[config.mk]
export PLATFORM = sky130hd
export DESIGN_NAME = ccsr_core_regs
export DESIGN_NICKNAME = d
export VERILOG_FILES = /design/src/ccsr_pkg.sv /design/src/ccsr_core_regs.sv /design/src/ccsr_sfr_reg.sv
export SDC_FILE = /design/constraint.sdc
export NUM_CORES = 1
export LEC_CHECK = 0
export ABC_AREA = 0
export BUFFER_PORTS_ARGS = -buffer_cell sky130_fd_sc_hd__buf_2
export CELL_PAD_IN_SITES_DETAIL_PLACEMENT = 0
export CELL_PAD_IN_SITES_GLOBAL_PLACEMENT = 1
export CORE_UTILIZATION = 39
export CTS_CLUSTER_DIAMETER = 80
export CTS_CLUSTER_SIZE = 16
export DETAILED_ROUTE_END_ITERATION = 8
export PLACE_DENSITY_LB_ADDON = 0.2
export SKIP_LAST_GASP = 1
export SYNTH_ARGS = -nofsm -noshare
export SYNTH_HDL_FRONTEND = slang
export SYNTH_HIERARCHICAL = 1
export SYNTH_SLANG_ARGS = --single-unit
export TNS_END_PERCENT = 30
[constraint.sdc]
create_clock -name i_core_clk -period 2 [get_ports i_core_clk]
set_input_delay 0.2 -clock i_core_clk [delete_from_list [all_inputs] [get_ports i_core_clk]]
set_output_delay 0.2 -clock i_core_clk [all_outputs]
set_load 0.02 [all_outputs]
[src/ccsr_pkg.sv]
package ccsr_pkg;
	// Byte addresses in the special-function space
	localparam logic [7:0] ADDR_SP = 8'h81;
	localparam logic [7:0] ADDR_DPL = 8'h82;
	localparam logic [7:0] ADDR_DPH = 8'h83;
	localparam logic [7:0] ADDR_PSW = 8'hD0;
	localparam logic [7:0] ADDR_ACC = 8'hE0;
	localparam logic [7:0] ADDR_B = 8'hF0;

	// Reset values
	localparam logic [7:0] RST_SP = 8'h07;
	localparam logic [7:0] RST_ZERO = 8'h00;
	localparam logic [6:0] RST_PSW_HI = 7'h00;
	localparam logic RST_PARITY = 1'b0;

	// Status word field positions
	localparam logic [2:0] PSW_CY = 3'h7;
	localparam logic [2:0] PSW_AC = 3'h6;
	localparam logic [2:0] PSW_F0 = 3'h5;
	localparam logic [2:0] PSW_RS1 = 3'h4;
	localparam logic [2:0] PSW_RS0 = 3'h3;
	localparam logic [2:0] PSW_OV = 3'h2;
	localparam logic [2:0] PSW_F1 = 3'h1;
	localparam logic [2:0] PSW_PARITY = 3'h0;

	// Bit-addressable registers sit at byte addresses whose low three bits are this
	localparam logic [2:0] BIT_BYTE_LOW = 3'h0;
	localparam logic [7:0] STACK_STEP = 8'h01;
	localparam logic [7:0] READ_UNMAPPED = 8'h00;

	typedef struct packed {
		logic [7:0] addr;
		logic wr;
		logic rd;
		logic [7:0] wdata;
	} ccsr_sfr_req_type;

	typedef struct packed {
		logic [7:0] addr;
		logic wr;
		logic rd;
		logic wdata;
	} ccsr_bit_req_type;

	typedef struct packed {
		logic valid;
		logic carry;
		logic half_carry;
	} ccsr_alu_flags_type;
endpackage : ccsr_pkg

[src/ccsr_core_regs.sv]
// Contract
// RULE1 - Carry follows last arithmetic carry or borrow
// RULE2 - Half-carry follows nibble carry or borrow
// RULE3 - Two user flags, software only
// RULE4 - Bank bits pick base 0x00/08/10/18
// RULE5 - Parity bit tracks odd accumulator ones
// RULE6 - Status word resets zero, parity read-only
// RULE7 - Address 0xD0 selects status word
// RULE8 - Address 0xE0 selects accumulator, resets zero
// RULE9 - Address 0xF0 selects second accumulator
// RULE10 - Address 0x81 selects stack pointer
// RULE11 - Addresses 0x82/0x83 select pointer bytes
// RULE12 - Software avoids unassigned addresses
// RULE13 - Software writes zero to reserved bits
// RULE14 - Stack pointer resets to 0x07
// RULE15 - Push increments pointer, then writes there
// RULE16 - Only x0/x8 registers are bit-addressable
// RULE17 - Pointer bytes form sixteen bits, reset zero
`timescale 1ns/1ps
`default_nettype none
module ccsr_core_regs (
	input wire logic i_core_clk,
	input wire logic i_rst_b,
	input wire ccsr_pkg::ccsr_sfr_req_type i_sfr_req,
	input wire ccsr_pkg::ccsr_bit_req_type i_bit_req,
	input wire ccsr_pkg::ccsr_alu_flags_type i_alu_flags,
	input wire logic i_acc_load,
	input wire logic [7:0] i_acc_value,
	input wire logic i_b_load,
	input wire logic [7:0] i_b_value,
	input wire logic i_dptr_load,
	input wire logic [15:0] i_dptr_value,
	input wire logic i_push,
	input wire logic i_pop,
	output logic [7:0] o_sfr_rdata,
	output logic o_sfr_hit,
	output logic o_bit_rdata,
	output logic o_bit_hit,
	output logic [7:0] o_psw,
	output logic [7:0] o_acc,
	output logic [7:0] o_b,
	output logic [7:0] o_sp,
	output logic [15:0] o_dptr,
	output logic [7:0] o_bank_base,
	output logic o_stack_wr,
	output logic o_stack_rd,
	output logic [7:0] o_stack_addr
);
	logic sel_sp;
	logic sel_dpl;
	logic sel_dph;
	logic sel_psw;
	logic sel_acc;
	logic sel_b;
	logic bsel_psw;
	logic bsel_acc;
	logic bsel_b;
	logic [7:0] bit_byte;
	logic [2:0] bit_idx;
	logic [6:0] psw_hi;
	logic parity;
	logic [7:0] acc_next;
	logic [7:0] next_sp;
	logic sp_hw_we;
	logic [7:0] psw_full;
	logic [7:0] dpl_q;
	logic [7:0] dph_q;

	// Byte decode
	always_comb begin
		sel_sp = 1'b0;
		sel_dpl = 1'b0;
		sel_dph = 1'b0;
		sel_psw = 1'b0;
		sel_acc = 1'b0;
		sel_b = 1'b0;
		if (i_sfr_req.addr == ccsr_pkg::ADDR_PSW) begin
			sel_psw = 1'b1; // RULE7
		end else if (i_sfr_req.addr == ccsr_pkg::ADDR_ACC) begin
			sel_acc = 1'b1; // RULE8
		end else if (i_sfr_req.addr == ccsr_pkg::ADDR_B) begin
			sel_b = 1'b1; // RULE9
		end else if (i_sfr_req.addr == ccsr_pkg::ADDR_SP) begin
			sel_sp = 1'b1; // RULE10
		end else if (i_sfr_req.addr == ccsr_pkg::ADDR_DPL) begin
			sel_dpl = 1'b1; // RULE11
		end else if (i_sfr_req.addr == ccsr_pkg::ADDR_DPH) begin
			sel_dph = 1'b1; // RULE11
		end
	end

	// A bit address always names a byte ending in x0 or x8, so byte-only registers are unreachable here
	assign bit_byte = {i_bit_req.addr[7:3], ccsr_pkg::BIT_BYTE_LOW}; // RULE16
	assign bit_idx = i_bit_req.addr[2:0];

	always_comb begin
		bsel_psw = 1'b0;
		bsel_acc = 1'b0;
		bsel_b = 1'b0;
		if (bit_byte == ccsr_pkg::ADDR_PSW) begin
			bsel_psw = 1'b1; // RULE16
		end else if (bit_byte == ccsr_pkg::ADDR_ACC) begin
			bsel_acc = 1'b1; // RULE16
		end else if (bit_byte == ccsr_pkg::ADDR_B) begin
			bsel_b = 1'b1; // RULE16
		end
	end

	ccsr_sfr_reg #(.RESET_VALUE(ccsr_pkg::RST_ZERO)) u_acc (
		.i_core_clk(i_core_clk),
		.i_rst_b(i_rst_b),
		.i_byte_we(i_sfr_req.wr && sel_acc), // RULE8
		.i_byte_data(i_sfr_req.wdata),
		.i_bit_we(i_bit_req.wr && bsel_acc),
		.i_bit_idx(bit_idx),
		.i_bit_data(i_bit_req.wdata),
		.i_hw_we(i_acc_load),
		.i_hw_data(i_acc_value),
		.o_next(acc_next),
		.o_q(o_acc)
	);

	ccsr_sfr_reg #(.RESET_VALUE(ccsr_pkg::RST_ZERO)) u_b (
		.i_core_clk(i_core_clk),
		.i_rst_b(i_rst_b),
		.i_byte_we(i_sfr_req.wr && sel_b), // RULE9
		.i_byte_data(i_sfr_req.wdata),
		.i_bit_we(i_bit_req.wr && bsel_b),
		.i_bit_idx(bit_idx),
		.i_bit_data(i_bit_req.wdata),
		.i_hw_we(i_b_load),
		.i_hw_data(i_b_value),
		.o_next(),
		.o_q(o_b)
	);

	// Push and pop together cancel out, leaving the pointer unchanged
	always_comb begin
		sp_hw_we = i_push ^ i_pop;
		next_sp = o_sp;
		if (i_push && !i_pop) begin
			next_sp = o_sp + ccsr_pkg::STACK_STEP; // RULE15
		end else if (i_pop && !i_push) begin
			next_sp = o_sp - ccsr_pkg::STACK_STEP;
		end
	end

	ccsr_sfr_reg #(.RESET_VALUE(ccsr_pkg::RST_SP)) u_sp ( // RULE14
		.i_core_clk(i_core_clk),
		.i_rst_b(i_rst_b),
		.i_byte_we(i_sfr_req.wr && sel_sp), // RULE10
		.i_byte_data(i_sfr_req.wdata),
		.i_bit_we(1'b0),
		.i_bit_idx(bit_idx),
		.i_bit_data(i_bit_req.wdata),
		.i_hw_we(sp_hw_we),
		.i_hw_data(next_sp),
		.o_next(),
		.o_q(o_sp)
	);

	ccsr_sfr_reg #(.RESET_VALUE(ccsr_pkg::RST_ZERO)) u_dpl ( // RULE17
		.i_core_clk(i_core_clk),
		.i_rst_b(i_rst_b),
		.i_byte_we(i_sfr_req.wr && sel_dpl), // RULE11
		.i_byte_data(i_sfr_req.wdata),
		.i_bit_we(1'b0),
		.i_bit_idx(bit_idx),
		.i_bit_data(i_bit_req.wdata),
		.i_hw_we(i_dptr_load),
		.i_hw_data(i_dptr_value[7:0]),
		.o_next(),
		.o_q(dpl_q)
	);

	ccsr_sfr_reg #(.RESET_VALUE(ccsr_pkg::RST_ZERO)) u_dph ( // RULE17
		.i_core_clk(i_core_clk),
		.i_rst_b(i_rst_b),
		.i_byte_we(i_sfr_req.wr && sel_dph), // RULE11
		.i_byte_data(i_sfr_req.wdata),
		.i_bit_we(1'b0),
		.i_bit_idx(bit_idx),
		.i_bit_data(i_bit_req.wdata),
		.i_hw_we(i_dptr_load),
		.i_hw_data(i_dptr_value[15:8]),
		.o_next(),
		.o_q(dph_q)
	);

	// Upper seven status bits; parity has its own flop and ignores writes
	always_ff @(posedge i_core_clk or negedge i_rst_b) begin
		if (!i_rst_b) begin
			psw_hi <= ccsr_pkg::RST_PSW_HI; // RULE6
		end else begin
			if (i_sfr_req.wr && sel_psw) begin
				psw_hi <= i_sfr_req.wdata[7:1]; // RULE6
			end else if (i_bit_req.wr && bsel_psw && (bit_idx != ccsr_pkg::PSW_PARITY)) begin
				psw_hi[bit_idx - 3'h1] <= i_bit_req.wdata; // RULE3
			end
			// The flag result of an instruction overrides a same-cycle software write
			if (i_alu_flags.valid) begin
				psw_hi[ccsr_pkg::PSW_CY - 3'h1] <= i_alu_flags.carry; // RULE1
				psw_hi[ccsr_pkg::PSW_AC - 3'h1] <= i_alu_flags.half_carry; // RULE2
			end
		end
	end

	// Parity is taken from the accumulator's next value so it never lags a load
	always_ff @(posedge i_core_clk or negedge i_rst_b) begin
		if (!i_rst_b) begin
			parity <= ccsr_pkg::RST_PARITY;
		end else begin
			parity <= ^acc_next; // RULE5
		end
	end

	assign psw_full = {psw_hi, parity};
	assign o_psw = psw_full;
	assign o_dptr = {dph_q, dpl_q}; // RULE17
	assign o_bank_base = {3'h0, psw_hi[ccsr_pkg::PSW_RS1 - 3'h1], psw_hi[ccsr_pkg::PSW_RS0 - 3'h1], 3'h0}; // RULE4

	// Stack memory strobe: the write goes to the already incremented location
	always_ff @(posedge i_core_clk or negedge i_rst_b) begin
		if (!i_rst_b) begin
			o_stack_wr <= 1'b0;
			o_stack_rd <= 1'b0;
			o_stack_addr <= ccsr_pkg::RST_SP;
		end else begin
			o_stack_wr <= i_push && !i_pop;
			o_stack_rd <= i_pop && !i_push;
			if (i_push && !i_pop) begin
				o_stack_addr <= next_sp; // RULE15
			end else if (i_pop && !i_push) begin
				o_stack_addr <= o_sp;
			end
		end
	end

	// Reads show the value before any write of the same cycle; unassigned addresses read zero
	always_ff @(posedge i_core_clk or negedge i_rst_b) begin
		if (!i_rst_b) begin
			o_sfr_rdata <= ccsr_pkg::READ_UNMAPPED;
			o_sfr_hit <= 1'b0;
		end else if (i_sfr_req.rd) begin
			o_sfr_hit <= 1'b1;
			if (sel_psw) begin
				o_sfr_rdata <= psw_full;
			end else if (sel_acc) begin
				o_sfr_rdata <= o_acc;
			end else if (sel_b) begin
				o_sfr_rdata <= o_b;
			end else if (sel_sp) begin
				o_sfr_rdata <= o_sp;
			end else if (sel_dpl) begin
				o_sfr_rdata <= o_dptr[7:0];
			end else if (sel_dph) begin
				o_sfr_rdata <= o_dptr[15:8];
			end else begin
				o_sfr_rdata <= ccsr_pkg::READ_UNMAPPED; // RULE12
				o_sfr_hit <= 1'b0;
			end
		end
	end

	always_ff @(posedge i_core_clk or negedge i_rst_b) begin
		if (!i_rst_b) begin
			o_bit_rdata <= 1'b0;
			o_bit_hit <= 1'b0;
		end else if (i_bit_req.rd) begin
			o_bit_hit <= bsel_psw || bsel_acc || bsel_b;
			if (bsel_psw) begin
				o_bit_rdata <= psw_full[bit_idx];
			end else if (bsel_acc) begin
				o_bit_rdata <= o_acc[bit_idx];
			end else if (bsel_b) begin
				o_bit_rdata <= o_b[bit_idx];
			end else begin
				o_bit_rdata <= 1'b0;
			end
		end
	end
endmodule : ccsr_core_regs
`default_nettype wire

[src/ccsr_sfr_reg.sv]
`timescale 1ns/1ps
`default_nettype none
module ccsr_sfr_reg #(
	parameter logic [7:0] RESET_VALUE = 8'h00
) (
	input wire logic i_core_clk,
	input wire logic i_rst_b,
	input wire logic i_byte_we,
	input wire logic [7:0] i_byte_data,
	input wire logic i_bit_we,
	input wire logic [2:0] i_bit_idx,
	input wire logic i_bit_data,
	input wire logic i_hw_we,
	input wire logic [7:0] i_hw_data,
	output logic [7:0] o_next,
	output logic [7:0] o_q
);
	// Datapath load wins over software so an instruction result is never lost
	always_comb begin
		o_next = o_q;
		if (i_hw_we) begin
			o_next = i_hw_data;
		end else if (i_byte_we) begin
			o_next = i_byte_data;
		end else if (i_bit_we) begin
			o_next[i_bit_idx] = i_bit_data;
		end
	end

	always_ff @(posedge i_core_clk or negedge i_rst_b) begin
		if (!i_rst_b) begin
			o_q <= RESET_VALUE;
		end else begin
			o_q <= o_next;
		end
	end
endmodule : ccsr_sfr_reg
`default_nettype wire
==> reports/metrics.csv <==
stage;metric;value;unit
finish;count of placed standard cells in the final layout, fillers left out;918;
clock_network;Clock Root Buffer;clkbuf_16;
pwr;Pleak;0.002762;µW
place;final RePlAce weighted congestion;0.9406;
critical_path;Crit Path Max Fanout;7;
route;length of the first detailed-routing pass in iterations;5;
synth;dominant register cell in the synthesized netlist;dfrtp_1;
finish;filler instances;1245;
route;Initial DRC Count;396;
clock_network;H-Tree Depth;3;
pwr;Peak VDD IR;392.1;µV
critical_path;crit path kind;in -> reg;
finish;most frequent cells in the layout;buf_2, nand2_1, dfrtp_1;
finish;share of post-route cells with drive strength above 1;0.3133;
pwr;power after layout;5564;µW
sta;final worst path period share;0.9295;
clock_network;Max Root-Sink Buffers;2;
route;number of remaining DRC errors;0;
synth;synthesized area per cell;8.570;µm²
worst_hold_path;worst min-delay path category;in -> reg;
grt;vias in the first global route;4872;
critical_path;startpoint type of the worst setup path;primary input;
critical_path;longest individual stage delay on the worst path;250;ps
sta;Min Clock Period, post-route;1859;ps
floorplanning;Starting Density;0.4074;
floorplanning;core footprint;12260;µm²
finish;synth-to-layout area growth;25.42;%
synth;share of flip-flops with an asynchronous set or reset;1.000;
route;final WL;18.19;mm
place;total placed instance area;5952;µm²
finish;Nets;822;
synth;synthesized instance count;583;
floorplanning;die width;115.2;µm
finish;FF/Latch Area;1734;µm²
sta;transition time at the pin with the least slew margin;590.1;ps
flow_run;Max Cap Viol;0;
critical_path;worst path cell trace;buf_2 > nor2_1 > and4_1 > nand3_1 > nor2_1 > nand2b_1 > o22ai_1 > a31oi_1 > xor2_1 > xnor2_1 > xnor2_1;
sta;highest clock rate;537.9;MHz
route;routed length per instance;19.82;µm
clock_network;clock latency on the worst-skew pair;350;ps
place;sum of net half-perimeters after detailed placement;13.36;mm
critical_path;Slowest cell on crit path;and4_1;
finish;combined area of the multi-input logic cells;2988;µm²
pwr;Pwr per Cell Area;888.0;nW/µm²
floorplanning;number of top-level pins;148;
critical_path;critical path required time;2230;ps
clock_network;TritonCTS clock tree;built;
sta;largest clock skew in the final design;4.596;ps
place;dpl cells;901;
sta;RSZ-0062 raised after global routing;no;
finish;final design instance area without fill;6266;µm²
finish;fraction of the core area covered by cells at the end of the flow;0.5110;
finish;antenna diode count;0;
floorplanning;die boundary height;115.2;µm
grt;GRT Total Usage;0.2795;
synth;Synth cell types;53;
synth;yosys warns;6;
synth;post-synthesis cell area;4996;µm²
route;total via count after detailed routing;5217;
sta;worst slew margin relative to its limit;0.6051;
run_status;outcome;completed;
grt;initial antenna violation count;0;
sta;number of failing setup endpoints in the final timing report;0;
floorplanning;Cell Rows;40;
critical_path;kind of end point of the critical path;register;
grt;maximum number of pins on one net before global-route repair;70;
grt;Remaining Overflow, GRT;0;
sta;final-report hold violation count;0;
synth;post-synthesis sequential area ratio;0.3471;
clock_network;register clock-pin slew on the reported worst setup and hold paths;60;ps
place;IO buf count;141;
critical_path;critical path arrival;2080;ps
route;detail-routed via count per cell;5.683;
floorplanning;die outline area;13270;µm²
sta;max-slew violation total from the final report;0;
finish;most common cell after layout, fill and taps aside;buf_2;
synth;Post-synth EDFFs;0;
grt;global-route wire length before repair;27.27;mm
synth;number of storage elements in the synthesis netlist;69;
clock_network;CTS sink cnt;69;
route;Antenna Violating Nets Remaining;0;
clock_network;CTS buffer count;9;
report_power, final:
part / switching, µW / internal, µW / total [µW]
Sequential: 288 / 1680 / 1970
Combinational: 1180 / 774 / 1960
Clock: 602 / 1040 / 1640
Total: 2070 / 3490 / 5560
metrics by stage:
stage,worst slack (ps),setup TNS (ps),hold WS [ps]
3_3_place_gp,-107.4,-586.4,260.2
2_1_floorplan,-55.21,-135.3,-95.59
3_5_place_dp,-165.6,-729.5,259.8
6_report,141.0,0,66.72
4_1_cts,149.5,0,64.33
5_1_grt,20.07,0,86.02
final timing paths:
check / end / slack, ps / startpoint / cells after the start
worst min-delay path: psw_hi[5] / 70 / i_alu_flags[0] / 3
worst max register to register: u_sp/o_q[5] / 210 / u_sp/o_q[2] / 6
max in group asynchronous: o_stack_addr[1] / 1240 / i_rst_b / 3
min in group asynchronous: o_bit_hit / 420 / i_rst_b / 3
worst min register to register: o_stack_addr[3] / 480 / o_stack_addr[3] / 2
worst max-delay path: parity / 140 / i_sfr_req[13] / 11
cell type report:
| class | count | share of cell area |
|---|---|---|
| clock buffers | 15 | 0.04273 |
| well taps | 168 | 0.03355 |
| flip-flops and latches | 69 | 0.2768 |
| clock inverters | 1 | 0.004792 |
| repair buffers | 175 | 0.1558 |
| inverters | 16 | 0.009585 |
| multi-input cells | 474 | 0.4768 |
timing repair:
action                                  in CTS  in global routing
hold buffers                                 1                  0
resized for setup                            0                  2
buffers inserted                             0                  0
endpoints found under the hold margin       63                  0
endpoints found under the setup margin       0                  1
routing by layer:
metal / global-route usage / part of all wire / routed length [µm] / vias to the layer above
li1: - / - / - / 2449
met1: 0.3940 / 0.45 / 8275 / 2472
met2: 0.4205 / 0.44 / 8084 / 263
met3: 0.05008 / 0.072 / 1313 / 33
met4: 0.1177 / 0.029 / 520 / 0
met5: 0 / 0 / 0 / -
synth_stat cells (8+ instances only):
library cell,instances,area share
nor2b_2,8,0.014
nor2_1,40,0.030
a21oi_1,14,0.014
mux2_2,13,0.029
xor2_1,9,0.016
o21ai_0,35,0.035
nand2_1,70,0.053
o22ai_1,38,0.048
clkbuf_1,11,0.0083
a22o_1,12,0.021
buf_6,12,0.027
a31oi_1,43,0.054
dfrtp_1,63,0.32
nand2b_1,21,0.026
xnor2_1,11,0.019
mux2i_1,16,0.032
a22oi_1,8,0.012
nand3_1,20,0.020
o31ai_1,12,0.018
o21ai_1,22,0.022
inv_1,16,0.012
buf_4,13,0.020
kinds of logic after synthesis:
family / after synthesis / synth area share
adders and majority gates: 6 / 0.01503
and+or+nand+nor: 206 / 0.2214
buffers and inverters: 57 / 0.07137
AOI/OAI and AO/OA: 193 / 0.2389
other: 1 / 0.0007506
DFF: 69 / 0.3471
muxes: 31 / 0.07037
xor gates and xnor gates: 20 / 0.03506
worst max-delay path, delay by kind of cell:
family	cells	cell delay, ps
XOR/XNOR	3	540
AND/OR/NAND/NOR	5	950
buffers and inverters	1	90
AO/OA/AOI/OAI	2	300
state kept, by name, summed over array words and instances (netlist names):
register and cells:
u_acc/o_q 8, o_sfr_hit 1, o_stack_rd 1, u_dpl/o_q 8
o_sfr_rdata 8, psw_hi 7, o_bit_hit 1, u_dph/o_q 8
parity 1, u_sp/o_q 8, o_stack_addr 8, o_stack_wr 1
u_b/o_q 8, o_bit_rdata 1
Note: power is estimated with default switching activity, not from simulation.
